<file path="src/cdsc_consts.vh">
/*
 * Constants of the clock delay and sync configuration bank: register
 * indices, field positions, reset values, writable masks, code limits.
 * Assumes inclusion by bare name from the design files.
 */
`ifndef CDSC_CONSTS_VH
`define CDSC_CONSTS_VH

// Register indices; byte address is four times the index
`define CDSC_IDX_COARSE   6'h0C
`define CDSC_IDX_FINE     6'h0D
`define CDSC_IDX_SYNC     6'h0E
`define CDSC_IDX_RSVD     6'h0F
`define CDSC_IDX_STATUS   6'h10

// Reset values
`define CDSC_RST_COARSE   16'h0004
`define CDSC_RST_FINE     16'h0000
`define CDSC_RST_SYNC     16'h0003
`define CDSC_RST_RSVD     16'h000C

// Writable bits; reserved bits are not stored and read as zero
`define CDSC_WMASK_COARSE 16'hFFFC
`define CDSC_WMASK_FINE   16'hFDFF
`define CDSC_WMASK_SYNC   16'hFFDF

// Coarse delay word
`define CDSC_COARSE_HI    15
`define CDSC_COARSE_LO    4
`define CDSC_C_SEL        3
`define CDSC_C_DUTY       2

// Fine delay and filter word
`define CDSC_FINE_HI      15
`define CDSC_FINE_LO      10
`define CDSC_D_SEL        8
`define CDSC_TUNE_HI      7
`define CDSC_TUNE_LO      0

// Multi-chip sync word
`define CDSC_REFD_HI      15
`define CDSC_REFD_LO      6
`define CDSC_PHASE_HI     4
`define CDSC_PHASE_LO     3
`define CDSC_E_SLAVE      2
`define CDSC_E_OUTDIS     1
`define CDSC_E_RSTDIS     0

// Saturation limits of the delay codes
`define CDSC_COARSE_MAX   2431
`define CDSC_REFD_MAX     639

// AXI responses
`define CDSC_RESP_OKAY    2'h0
`define CDSC_RESP_DECERR  2'h3

`endif

</file>
<file path="src/cdsc_regs.v">
/*
 * Clock delay, clock filter and multi-chip sync configuration bank
 * behind an AXI4-Lite slave, with the decoded control outputs.
 * Assumes one clock SYS_CLK, synchronous active-low RSTN, and inputs
 * synchronous to SYS_CLK; CE low freezes every flip-flop.
 */
`timescale 1ns/10ps
`include "cdsc_consts.vh"

module cdsc_regs #(
	parameter ADDR_W   = 8,
	parameter COARSE_W = 12,
	parameter FINE_W   = 6,
	parameter TUNE_W   = 8,
	parameter REFD_W   = 10
) (
	input  wire                SYS_CLK,
	input  wire                RSTN,
	input  wire                CE,
	input  wire [ADDR_W-1:0]   S_AXI_AWADDR,
	input  wire                S_AXI_AWVALID,
	output reg                 S_AXI_AWREADY,
	input  wire [31:0]         S_AXI_WDATA,
	input  wire [3:0]          S_AXI_WSTRB,
	input  wire                S_AXI_WVALID,
	output reg                 S_AXI_WREADY,
	output reg  [1:0]          S_AXI_BRESP,
	output reg                 S_AXI_BVALID,
	input  wire                S_AXI_BREADY,
	input  wire [ADDR_W-1:0]   S_AXI_ARADDR,
	input  wire                S_AXI_ARVALID,
	output reg                 S_AXI_ARREADY,
	output reg  [31:0]         S_AXI_RDATA,
	output reg  [1:0]          S_AXI_RRESP,
	output reg                 S_AXI_RVALID,
	input  wire                S_AXI_RREADY,
	input  wire                DATA_CLOCK_RESET_INPUT,
	output wire [COARSE_W-1:0] COARSE_DELAY_CODE,
	output reg  [FINE_W-1:0]   FINE_DELAY_CODE,
	output reg                 APERTURE_DELAY_ENABLE,
	output reg                 TANK_FILTER_ENABLE,
	output reg  [TUNE_W-1:0]   TANK_FILTER_TUNE,
	output reg  [3:0]          TANK_FILTER_STEP,
	output reg                 DUTY_CYCLE_FIX_ENABLE,
	output wire [REFD_W-1:0]   REF_CLOCK_DELAY_CODE,
	output reg  [1:0]          LATCH_PHASE_SELECT,
	output reg  [3:0]          LATCH_PHASE_ONEHOT,
	output reg                 SLAVE_MODE_ENABLE,
	output reg                 REF_CLOCK_OUT_A,
	output reg                 REF_CLOCK_OUT_B,
	output reg                 DATA_CLOCK_RESET_OUT
);

	////////////////////////////////////////////////////////////////////
	// Declarations

	reg  [15:0]         coarse_reg;
	reg  [15:0]         fine_reg;
	reg  [15:0]         sync_reg;
	reg  [ADDR_W-1:0]   aw_addr;
	reg  [31:0]         w_data;
	reg  [3:0]          w_strb;
	reg  [31:0]         next_rdata;
	reg  [1:0]          next_rresp;
	reg  [3:0]          ones;
	reg  [1:0]          div_cnt;
	reg                 tune_valid;
	wire                do_write;
	wire                wr_hit;
	wire [5:0]          aw_idx;
	wire [5:0]          ar_idx;
	wire                delay_sel;
	wire                filter_sel;
	wire                delay_en;
	wire                coarse_sat;
	wire                refd_sat;
	wire [TUNE_W-1:0]   tune_code;
	wire [TUNE_W-1:0]   tune_inc;
	wire [COARSE_W-1:0] coarse_code;
	wire [REFD_W-1:0]   refd_code;
	wire [31:0]         status_word;
	integer             i;

	////////////////////////////////////////////////////////////////////
	// Byte-lane merge; reserved bits are dropped so they read as zero

	function [15:0] merge;
		input [15:0] old;
		input [31:0] data;
		input [3:0]  strb;
		input [15:0] wmask;
		reg   [15:0] lane;
		begin
			lane  = {{8{strb[1]}}, {8{strb[0]}}};
			merge = ((old & ~lane) | (data[15:0] & lane)) & wmask;
		end
	endfunction

	////////////////////////////////////////////////////////////////////
	// AXI write channel
	// Address and data are taken in either order; one write in flight.

	assign aw_idx   = aw_addr[ADDR_W-1:2];
	assign do_write = !S_AXI_AWREADY && !S_AXI_WREADY && !S_AXI_BVALID;
	assign wr_hit   = (aw_idx == `CDSC_IDX_COARSE) ||
	                  (aw_idx == `CDSC_IDX_FINE) ||
	                  (aw_idx == `CDSC_IDX_SYNC) ||
	                  (aw_idx == `CDSC_IDX_RSVD) ||
	                  (aw_idx == `CDSC_IDX_STATUS);

	always @(posedge SYS_CLK) begin
		if (!RSTN) begin
			S_AXI_AWREADY <= 1'b1;
			S_AXI_WREADY  <= 1'b1;
			S_AXI_BVALID  <= 1'b0;
			S_AXI_BRESP   <= `CDSC_RESP_OKAY;
			aw_addr       <= {ADDR_W{1'b0}};
			w_data        <= 32'h00000000;
			w_strb        <= 4'h0;
		end else if (CE) begin
			if (S_AXI_AWVALID && S_AXI_AWREADY) begin
				aw_addr       <= S_AXI_AWADDR;
				S_AXI_AWREADY <= 1'b0;
			end
			if (S_AXI_WVALID && S_AXI_WREADY) begin
				w_data       <= S_AXI_WDATA;
				w_strb       <= S_AXI_WSTRB;
				S_AXI_WREADY <= 1'b0;
			end
			if (do_write) begin
				S_AXI_BVALID <= 1'b1;
				S_AXI_BRESP  <= wr_hit ? `CDSC_RESP_OKAY :
				                `CDSC_RESP_DECERR;
			end
			if (S_AXI_BVALID && S_AXI_BREADY) begin
				S_AXI_BVALID  <= 1'b0;
				S_AXI_AWREADY <= 1'b1;
				S_AXI_WREADY  <= 1'b1;
			end
		end
	end

	////////////////////////////////////////////////////////////////////
	// Configuration registers
	// Reserved and status words take writes with OKAY but keep nothing.

	always @(posedge SYS_CLK) begin
		if (!RSTN) begin
			coarse_reg <= `CDSC_RST_COARSE;
			fine_reg   <= `CDSC_RST_FINE;
			sync_reg   <= `CDSC_RST_SYNC;
		end else if (CE && do_write) begin
			case (aw_idx)
			`CDSC_IDX_COARSE: begin
				coarse_reg <= merge(coarse_reg, w_data, w_strb,
				                    `CDSC_WMASK_COARSE);
			end
			`CDSC_IDX_FINE: begin
				fine_reg <= merge(fine_reg, w_data, w_strb,
				                  `CDSC_WMASK_FINE);
			end
			`CDSC_IDX_SYNC: begin
				sync_reg <= merge(sync_reg, w_data, w_strb,
				                  `CDSC_WMASK_SYNC);
			end
			default: begin
				coarse_reg <= coarse_reg;
			end
			endcase
		end
	end

	////////////////////////////////////////////////////////////////////
	// AXI read channel

	assign ar_idx = S_AXI_ARADDR[ADDR_W-1:2];

	always @* begin
		next_rresp = `CDSC_RESP_OKAY;
		case (ar_idx)
		`CDSC_IDX_COARSE: begin
			next_rdata = {16'h0000, coarse_reg};
		end
		`CDSC_IDX_FINE: begin
			next_rdata = {16'h0000, fine_reg};
		end
		`CDSC_IDX_SYNC: begin
			next_rdata = {16'h0000, sync_reg};
		end
		`CDSC_IDX_RSVD: begin
			next_rdata = {16'h0000, `CDSC_RST_RSVD};
		end
		`CDSC_IDX_STATUS: begin
			next_rdata = status_word;
		end
		default: begin
			next_rdata = 32'h00000000;
			next_rresp = `CDSC_RESP_DECERR;
		end
		endcase
	end

	always @(posedge SYS_CLK) begin
		if (!RSTN) begin
			S_AXI_ARREADY <= 1'b1;
			S_AXI_RVALID  <= 1'b0;
			S_AXI_RDATA   <= 32'h00000000;
			S_AXI_RRESP   <= `CDSC_RESP_OKAY;
		end else if (CE) begin
			if (S_AXI_ARVALID && S_AXI_ARREADY) begin
				S_AXI_RDATA   <= next_rdata;
				S_AXI_RRESP   <= next_rresp;
				S_AXI_RVALID  <= 1'b1;
				S_AXI_ARREADY <= 1'b0;
			end
			if (S_AXI_RVALID && S_AXI_RREADY) begin
				S_AXI_RVALID  <= 1'b0;
				S_AXI_ARREADY <= 1'b1;
			end
		end
	end

	////////////////////////////////////////////////////////////////////
	// Aperture delay decode

	assign delay_sel   = coarse_reg[`CDSC_C_SEL];
	assign filter_sel  = fine_reg[`CDSC_D_SEL];
	// Filter select alone is enough, whatever the coarse select holds
	assign delay_en    = filter_sel | delay_sel;
	assign coarse_code = coarse_reg[`CDSC_COARSE_HI:`CDSC_COARSE_LO];

	cdsc_sat #(
		.W   (COARSE_W),
		.MAX (`CDSC_COARSE_MAX)
	) u_coarse_sat (
		.clk      (SYS_CLK),
		.rstn     (RSTN),
		.ce       (CE),
		.en       (delay_en),
		.code     (coarse_code),
		.code_out (COARSE_DELAY_CODE),
		.sat      (coarse_sat)
	);

	always @(posedge SYS_CLK) begin
		if (!RSTN) begin
			FINE_DELAY_CODE       <= {FINE_W{1'b0}};
			APERTURE_DELAY_ENABLE <= 1'b0;
			DUTY_CYCLE_FIX_ENABLE <= 1'b1;
		end else if (CE) begin
			FINE_DELAY_CODE <= delay_en ?
				fine_reg[`CDSC_FINE_HI:`CDSC_FINE_LO] :
				{FINE_W{1'b0}};
			APERTURE_DELAY_ENABLE <= delay_en;
			DUTY_CYCLE_FIX_ENABLE <= coarse_reg[`CDSC_C_DUTY];
		end
	end

	////////////////////////////////////////////////////////////////////
	// Tank filter tuning
	// Code is a thermometer: the step count is the number of ones.
	// Non-thermometer codes still pass; the status word flags them.

	assign tune_code = fine_reg[`CDSC_TUNE_HI:`CDSC_TUNE_LO];
	assign tune_inc  = tune_code + {{(TUNE_W-1){1'b0}}, 1'b1};

	always @* begin
		ones = 4'h0;
		for (i = 0; i < TUNE_W; i = i + 1) begin
			ones = ones + {3'h0, tune_code[i]};
		end
		tune_valid = ((tune_code & tune_inc) == {TUNE_W{1'b0}});
	end

	always @(posedge SYS_CLK) begin
		if (!RSTN) begin
			TANK_FILTER_ENABLE <= 1'b0;
			TANK_FILTER_TUNE   <= {TUNE_W{1'b0}};
			TANK_FILTER_STEP   <= 4'h0;
		end else if (CE) begin
			TANK_FILTER_ENABLE <= filter_sel;
			TANK_FILTER_TUNE   <= tune_code;
			TANK_FILTER_STEP   <= ones;
		end
	end

	////////////////////////////////////////////////////////////////////
	// Multi-chip sync decode

	assign refd_code = sync_reg[`CDSC_REFD_HI:`CDSC_REFD_LO];

	cdsc_sat #(
		.W   (REFD_W),
		.MAX (`CDSC_REFD_MAX)
	) u_refd_sat (
		.clk      (SYS_CLK),
		.rstn     (RSTN),
		.ce       (CE),
		.en       (1'b1),
		.code     (refd_code),
		.code_out (REF_CLOCK_DELAY_CODE),
		.sat      (refd_sat)
	);

	always @(posedge SYS_CLK) begin
		if (!RSTN) begin
			LATCH_PHASE_SELECT <= 2'h0;
			LATCH_PHASE_ONEHOT <= 4'h1;
			SLAVE_MODE_ENABLE  <= 1'b0;
		end else if (CE) begin
			LATCH_PHASE_SELECT <=
				sync_reg[`CDSC_PHASE_HI:`CDSC_PHASE_LO];
			LATCH_PHASE_ONEHOT <= 4'h1 <<
				sync_reg[`CDSC_PHASE_HI:`CDSC_PHASE_LO];
			SLAVE_MODE_ENABLE  <= sync_reg[`CDSC_E_SLAVE];
		end
	end

	////////////////////////////////////////////////////////////////////
	// Reference clock outputs
	// Divider runs free in both modes; enabling it takes effect on the next clock
	// and may cut the first high phase short; outputs are quarter rate of the gated clock.

	always @(posedge SYS_CLK) begin
		if (!RSTN) begin
			div_cnt         <= 2'h0;
			REF_CLOCK_OUT_A <= 1'b0;
			REF_CLOCK_OUT_B <= 1'b0;
		end else if (CE) begin
			div_cnt         <= div_cnt + 2'h1;
			REF_CLOCK_OUT_A <= !sync_reg[`CDSC_E_OUTDIS] &
			                   div_cnt[1];
			REF_CLOCK_OUT_B <= !sync_reg[`CDSC_E_OUTDIS] &
			                   div_cnt[1];
		end
	end

	////////////////////////////////////////////////////////////////////
	// Data clock reset gate

	always @(posedge SYS_CLK) begin
		if (!RSTN) begin
			DATA_CLOCK_RESET_OUT <= 1'b0;
		end else if (CE) begin
			DATA_CLOCK_RESET_OUT <= DATA_CLOCK_RESET_INPUT &
			                        !sync_reg[`CDSC_E_RSTDIS];
		end
	end

	////////////////////////////////////////////////////////////////////
	// Status word, read only

	assign status_word = {26'h0000000, !tune_valid, refd_sat, coarse_sat,
	                      SLAVE_MODE_ENABLE, TANK_FILTER_ENABLE,
	                      APERTURE_DELAY_ENABLE};

endmodule

</file>
<file path="src/cdsc_sat.v">
/*
 * Saturating, gated code register: output is the code clipped to MAX
 * while enabled, zero otherwise, plus a flag while enabled and the code is at or above MAX.
 * Assumes a synchronous active-low reset and a clock enable.
 */
`timescale 1ns/10ps

module cdsc_sat #(
	parameter W   = 12,
	parameter MAX = 2431
) (
	input  wire         clk,
	input  wire         rstn,
	input  wire         ce,
	input  wire         en,
	input  wire [W-1:0] code,
	output reg  [W-1:0] code_out,
	output reg          sat
);

	localparam [W-1:0] LIMIT = MAX[W-1:0];

	wire over;

	assign over = (code >= LIMIT);

	always @(posedge clk) begin
		if (!rstn) begin
			code_out <= {W{1'b0}};
			sat      <= 1'b0;
		end else if (ce) begin
			if (!en) begin
				code_out <= {W{1'b0}};
				sat      <= 1'b0;
			end else if (over) begin
				code_out <= LIMIT;
				sat      <= 1'b1;
			end else begin
				code_out <= code;
				sat      <= 1'b0;
			end
		end
	end

endmodule

</file>
<file path="config.mk">
export PLATFORM = sky130hd
export DESIGN_NAME = cdsc_regs
export DESIGN_NICKNAME = d
export VERILOG_FILES = /design/src/cdsc_regs.v /design/src/cdsc_sat.v
export VERILOG_INCLUDE_DIRS = /design/src
export SDC_FILE = /design/constraint.sdc
export NUM_CORES = 1
export LEC_CHECK = 0
export BUFFER_PORTS_ARGS = -buffer_cell sky130_fd_sc_hd__buf_4
export CORE_MARGIN = 4
export CORE_UTILIZATION = 49
export DETAILED_ROUTE_END_ITERATION = 6
export GPL_ROUTABILITY_DRIVEN = 0
export PLACE_DENSITY = 0.87
export SYNTH_ARGS = -nofsm -noshare
export SYNTH_HDL_FRONTEND = slang
export SYNTH_HIERARCHICAL = 1
export SYNTH_SLANG_ARGS = --single-unit
</file>
<file path="constraint.sdc">
create_clock -name SYS_CLK -period 3.15 [get_ports SYS_CLK]
set_clock_uncertainty 0.1 [all_clocks]
set_input_delay 0.4725 -clock SYS_CLK [delete_from_list [all_inputs] [get_ports SYS_CLK]]
set_output_delay 0.4725 -clock SYS_CLK [all_outputs]
set_load 0.005 [all_outputs]
</file>
==> results.py, run 1 <==
metrics = {
    "pwr": {
        "p_comb_frac": 0.050,
        "intPower_w": 0.003558,
        "leakagePower_nw": 3.255,
        "power_w": 0.004447,
        "seqPwrFrac": 0.429,
        "clockPowerShare": 0.521,
        "switching_share": 0.1999,
        "peakVddDrop_mv": 0.4508,
        "p_per_area_nw_per_um2": 551.2,
        "p_switching_w": 0.0008889,
    },
    "floorplanning": {
        "die-area_um2": 15260,
        "die_w_um": 123.5,
        "start_util": 0.5100,
        "rows": 41,
        "die_y_um": 123.5,
        "ios": 155,
        "coreArea_um2": 12820,
    },
    "clock_network": {
        "root_buffer": "clkbuf_16",
        "cts_tree": "done",
        "post_cts.repair.setup_buffers": 0,
        "cts_buffers": 17,
        "clock_sinks": 147,
        "clock_latency_ns": 0.42,
        "htree_levels": 4,
        "cts.clk_slew.worst_paths_ns": 0.06,
        "cts_buffer_depth": 2,
    },
    "global_routing": {
        "grt_max_degree": 104,
        "grt_pass1_wl_mm": 24.96,
        "track_usage": 0.2093,
        "grt_overflow_total": 0,
        "grt_pass1_vias": 4856,
        "antenna_found_initial": 0,
    },
    "setup_path": {
        "required_ns": 3.41,
        "reg2reg_depth": 11,
        "path_cells": "inv_1, fa_1, fa_1, fa_1, inv_1, ha_1, inv_1, fa_1, xnor2_1, mux2i_1, nor2b_1",
        "path_buf_inv": 3,
        "critical_path.top_delay_family": "adder cells",
        "arrival_ns": 3.29,
        "path_depth": 11,
        "path_max_fanout": 2,
        "crit_path_max_incr_delay_ns": 0.56,
        "cp_common_cell": "fa_1",
        "crit_type": "reg -> reg",
        "crit_slowest_cell": "fa_1",
        "start_kind": "register",
        "end_kind": "register",
    },
    "synthesis": {
        "muxShareOfSynthArea": 0.09660,
        "synth_cells": 703,
        "yosys.area.top_type_share": 0.4499,
        "synth_compound_area_frac": 0.1406,
        "seq_area_frac_synth": 0.4499,
        "syn_area_per_cell_um2": 9.305,
        "yosysTopAreaCell": "dfxtp_1",
        "yosys.area_share.simple": 0.2204,
        "synth_area_leaders": "dfxtp_1 45%, mux2i_1 9.5%, nand2_1 5.8%",
        "yosys.area_share.adder": 0.02181,
        "synth_edf_count": 0,
        "synth_top_family_by_area": "simple AND/OR/NAND/NOR gates",
        "synth_cell_types": 63,
        "async_reset_ff_frac": 0,
        "netlist_area_um2": 6541,
        "yosys_register_bits": 147,
        "synthFlopType": "dfxtp_1",
        "synth_xor_xnor_area_share": 0.004017,
        "synth_warnings": 6,
    },
    "route": {
        "first_pass_iters": 5,
        "drcViolationCount": 0,
        "num_vias": 5289,
        "totalWireLength_mm": 15.63,
        "wl_per_cell_um": 15.96,
        "avgViaCountPerCell": 5.402,
        "antenna_left": 0,
        "drt_iter0_drc": 420,
    },
    "placement": {
        "post-place-ws_ns": 0.1016,
        "placed_area_um2": 7380,
        "numPortBuffers": 116,
        "dp_hpwl_mm": 11.08,
    },
    "sta": {
        "final-hold-violation-count": 0,
        "rsz0062_at_grt": "no",
        "fmax_ghz": 0.3303,
        "fin_crit_sh": 0.9611,
        "setup_viol": 0,
        "tightest_slew_ns": 0.6697,
        "slew_viol_final": 0,
        "fin_setup_tns_ns": 0,
        "min_period_ns": 3.028,
        "maxSlewHeadroom": 0.5523,
        "setup_ws_ns": 0.1224,
    },
    "hold_path": {
        "min_path_cells": 3,
        "holdCritPathClass": "in -> reg",
    },
    "finish": {
        "n_antenna_cell": 0,
        "post-route-util": 0.6291,
        "mostFrequentLayoutCell": "dfxtp_1",
        "drive_gt1_frac": 0.2069,
        "fin_area_um2": 8068,
        "most-common-layout-cells": "146 x dfxtp_1, 122 x buf_4, 101 x nand2_1",
        "area_growth_syn_to_layout_pct": 23.34,
        "fin_nets": 864,
    },
    "flow_run": {
        "max_cap_viol_count": 0,
    },
    "outcome": {
        "outcome": "finished, final reports clean",
    },
}
## synthesized netlist by cell type, types with 3 or more instances
master,count
and3_1,5
o21ai_0,27
and3b_1,3
nand4_1,12
fa_1,4
nand3_1,46
nand2b_1,19
mux2i_1,62
buf_4,21
clkbuf_1,28
o2bb2ai_1,10
and2b_2,3
a31oi_1,6
nor2_1,8
and2_1,4
buf_6,3
nor2b_1,38
a21o_1,3
inv_1,16
buf_1,6
dfxtp_1,147
ha_1,5
a21oi_1,12
nand2_1,101
nand3b_1,11
buf_2,7
a21boi_0,41
a22oi_1,9
## worst reg2reg max path: stages, from the launching register on
cell	delay (ns)
dfxtp_1	0.33
inv_1	0.07
fa_1	0.56
fa_1	0.43
fa_1	0.43
inv_1	0.07
ha_1	0.16
inv_1	0.05
fa_1	0.37
xnor2_1	0.17
mux2i_1	0.09
nor2b_1	0.12
## power groups by stage
stage / combinational (W) / clock, W / sequential, W
finish: 0.000223 / 0.00232 / 0.00191
global route: 0.000246 / 0.00243 / 0.00191
CTS: 0.000222 / 0.00233 / 0.00191
detailed placement: 0.000221 / 0 / 0.00195
global placement: 0.000218 / 0 / 0.00195
floorplan: 0.000158 / 0 / 0.00194
## repair_timing
action,in CTS,in global routing
hold buffers,0,0
setup endpoints to repair,0,1
gates resized for setup,0,1
## final cells by class
type                    instances  area (um^2)
repair buffers                123        935.9
flip-flops and latches        147         2944
inverters                      16        60.06
multi-input cells             489         3226
fillers                      1063         4757
clock inverters                 8        195.2
clock buffers                  24        491.7
well taps                     172        215.2
## worst paths after layout
path                           start                               end  slack (ns)
max                         register  TANK_FILTER_STEP[2]$_SDFFE_PN0P_        0.12
min                  S_AXI_AWADDR[3]           aw_addr[3]$_SDFFE_PN0P_        0.20
max reg2reg                 register  TANK_FILTER_STEP[2]$_SDFFE_PN0P_        0.12
min reg2reg  w_data[15]$_SDFFE_PN0P_           w_data[15]$_SDFFE_PN0P_        0.36
## kinds of logic (layout without fill, tap and decap cells)
| family | Yosys count | in the layout |
|---|---|---|
| buffers and inverters | 82 | 171 |
| and+or+nand+nor | 268 | 268 |
| muxes | 63 | 63 |
| DFF | 147 | 147 |
| xor gates and xnor gates | 3 | 3 |
| adders and majority gates | 9 | 9 |
| AOI/OAI and AO/OA | 129 | 129 |
| other | 2 | 17 |
## routing by layer
metal | global-route usage | up-vias | share of wire
met5 | 0 | - | 0
met4 | 0.07958 | 0 | 0.020
met3 | 0.05306 | 24 | 0.081
met2 | 0.3146 | 197 | 0.44
met1 | 0.2898 | 2482 | 0.45
li1 | - | 2586 | -
## stage by stage
stage	std cells	hold WS, ns
4_1_cts	979	0.2004
6_report	979	0.2031
3_5_place_dp	947	0.3568
5_1_grt	979	0.2179
3_3_place_gp	947	0.3518
2_1_floorplan	718	0.3437
Note: power is estimated with default switching activity, not from simulation.
==> run 2: changes to the inputs <==
CORE_UTILIZATION = 30   (was 49)
PLACE_DENSITY = 0.61   (was 0.87)
==> run 2 against run 1 <==
Net effect: combinational power grew 5%; utilization shrank 24 points; sequential share of layout area shrank 0.40 points; final cell count grew 11%; first-iteration DRC count shrank 39%; maximum frequency grew 0.70%; power shrank 5.4%; via count shrank 2.9%; largest cell class unchanged; largest power group unchanged.
==> results.py, run 2 (synthesized netlist as in run 1, its figures left out) <==
metrics = {
    "clock_network": {
        "cts.clk_slew.worst_paths_ns": 0.06,
        "clock_sinks": 147,
        "post_cts.repair.setup_buffers": 0,
        "clock_latency_ns": 0.42,
        "ctsResizeCount": 0,
        "cts_buffers": 17,
        "cts_tree": "done",
        "hold_buffers": 0,
        "htree_levels": 4,
        "root_buffer": "clkbuf_16",
        "cts_buffer_depth": 2,
    },
    "setup_path": {
        "arrival_ns": 3.22,
        "crit_type": "reg -> reg",
        "reg2reg_setup_slack_ns": 0.14,
        "crit_path_max_incr_delay_ns": 0.51,
        "path_cells": "inv_1, fa_1, fa_1, fa_1, inv_1, ha_2, inv_1, fa_1, xnor2_1, mux2i_1, nor2b_1",
        "required_ns": 3.36,
        "cp_common_cell": "fa_1",
        "end_kind": "register",
        "path_buf_inv": 3,
        "path_max_fanout": 4,
        "crit_slowest_cell": "fa_1",
        "critical_path.top_delay_family": "adder cells",
        "start_kind": "register",
    },
    "sta": {
        "fin_setup_tns_ns": 0,
        "setup_viol": 0,
        "fin_crit_sh": 0.9544,
        "rsz0062_at_grt": "no",
        "tightest_slew_ns": 0.7238,
        "slew_viol_final": 0,
        "final-hold-violation-count": 0,
        "maxSlewHeadroom": 0.5161,
        "min_period_ns": 3.007,
        "fmax_ghz": 0.3326,
    },
    "finish": {
        "post-route-util": 0.3844,
        "n_antenna_cell": 0,
        "instances_no_fill": 1084,
        "area_growth_syn_to_layout_pct": 24.71,
        "drive_gt1_frac": 0.2101,
        "fin_nets": 866,
        "mostFrequentLayoutCell": "dfxtp_1",
        "most-common-layout-cells": "146 x dfxtp_1, 122 x buf_4, 101 x nand2_1",
    },
    "hold_path": {
        "holdCritPathClass": "in -> reg",
    },
    "placement": {
        "numPortBuffers": 116,
        "dp_hpwl_mm": 12.72,
        "dp_cells": 1052,
    },
    "floorplanning": {
        "die_w_um": 155.7,
        "ios": 155,
        "die_y_um": 155.7,
        "coreArea_um2": 21220,
        "rows": 53,
        "start_util": 0.3083,
        "die-area_um2": 24230,
    },
    "global_routing": {
        "track_usage": 0.1430,
        "antenna_found_initial": 0,
        "grt_pass1_vias": 4899,
        "grt_pass1_wl_mm": 27.48,
        "grt_overflow_total": 0,
        "grt_max_degree": 60,
    },
    "pwr": {
        "p_switching_w": 0.0009094,
        "seqPwrFrac": 0.453,
        "leakagePower_nw": 3.245,
        "p_per_area_nw_per_um2": 515.7,
        "intPower_w": 0.003298,
        "peakVddDrop_mv": 0.3439,
        "power_w": 0.004207,
        "switching_share": 0.2162,
        "p_comb_frac": 0.056,
        "clockPowerShare": 0.491,
    },
    "route": {
        "avgViaCountPerCell": 4.737,
        "num_vias": 5135,
        "antenna_left": 0,
        "totalWireLength_mm": 17.38,
        "drt_iter0_drc": 255,
        "first_pass_iters": 4,
        "wl_per_cell_um": 16.03,
        "drcViolationCount": 0,
    },
    "outcome": {
        "outcome": "finished, final reports clean",
    },
    "flow_run": {
        "max_cap_viol_count": 0,
    },
}
-- run 2: cell types whose count changed in the layout (fill, tap and decap cells not counted), sizes merged --
cell      delta
buf          +2
clkinv       +6
bufinv       -3
clkinvlp     -2
clkbuf       -1
-- run 2: worst reg2reg max path: cells and delay by family, from the launching register on --
family	cells	cell delay (ns)
flops	1	0.33
mux	1	0.13
fa+ha+maj	5	1.90
simple gates	1	0.06
xor+xnor	1	0.13
buf+inv	3	0.25
-- run 2: path summary, 6_finish.rpt --
kind                                                          to               startpoint  cells after the start
worst max-delay path            TANK_FILTER_STEP[2]$_SDFFE_PN0P_                 register                     11
worst min-delay path                     aw_addr[4]$_SDFFE_PN0P_          S_AXI_AWADDR[4]                      3
worst max register to register  TANK_FILTER_STEP[2]$_SDFFE_PN0P_                 register                     11
worst min register to register           w_data[15]$_SDFFE_PN0P_  w_data[15]$_SDFFE_PN0P_                      2
-- run 2: final cells by class --
| cell class | instances | area (um^2) |
|---|---|---|
| inverters | 16 | 60.06 |
| clock inverters | 9 | 127.6 |
| clock buffers | 23 | 478.0 |
| flip-flops and latches | 147 | 2944 |
| multi-input cells | 489 | 3228 |
| well taps | 275 | 344.1 |
| repair buffers | 125 | 975.9 |
| fillers | 2158 | 13060 |
-- run 2: power groups by stage --
stage               Clock, W  Sequential [W]  Combinational, W
floorplan                  0         0.00194          0.000158
finish               0.00207         0.00191          0.000235
CTS                  0.00211         0.00191          0.000237
global placement           0         0.00195          0.000236
detailed placement         0         0.00195          0.000236
global route         0.00218         0.00191          0.000259
-- run 2: stage by stage --
step / area (um^2) / setup slack [ns] / hold WS [ns]
after CTS: 8154 / 0.1045 / 0.1873
after global routing: 8158 / 0.01258 / 0.2027
after global placement: 7548 / 0.1766 / 0.3523
final: 8158 / 0.1435 / 0.2042
after floorplan: 6598 / 0.1713 / 0.3437
after detailed placement: 7548 / 0.1068 / 0.3561
-- run 2: metal layers --
layer,vias up,GRT usage,wire length [um]
li1,2595,-,-
met1,2384,0.2062,8789
met2,139,0.2103,7341
met3,17,0.03412,996
met4,0,0.04669,253
met5,-,0,0
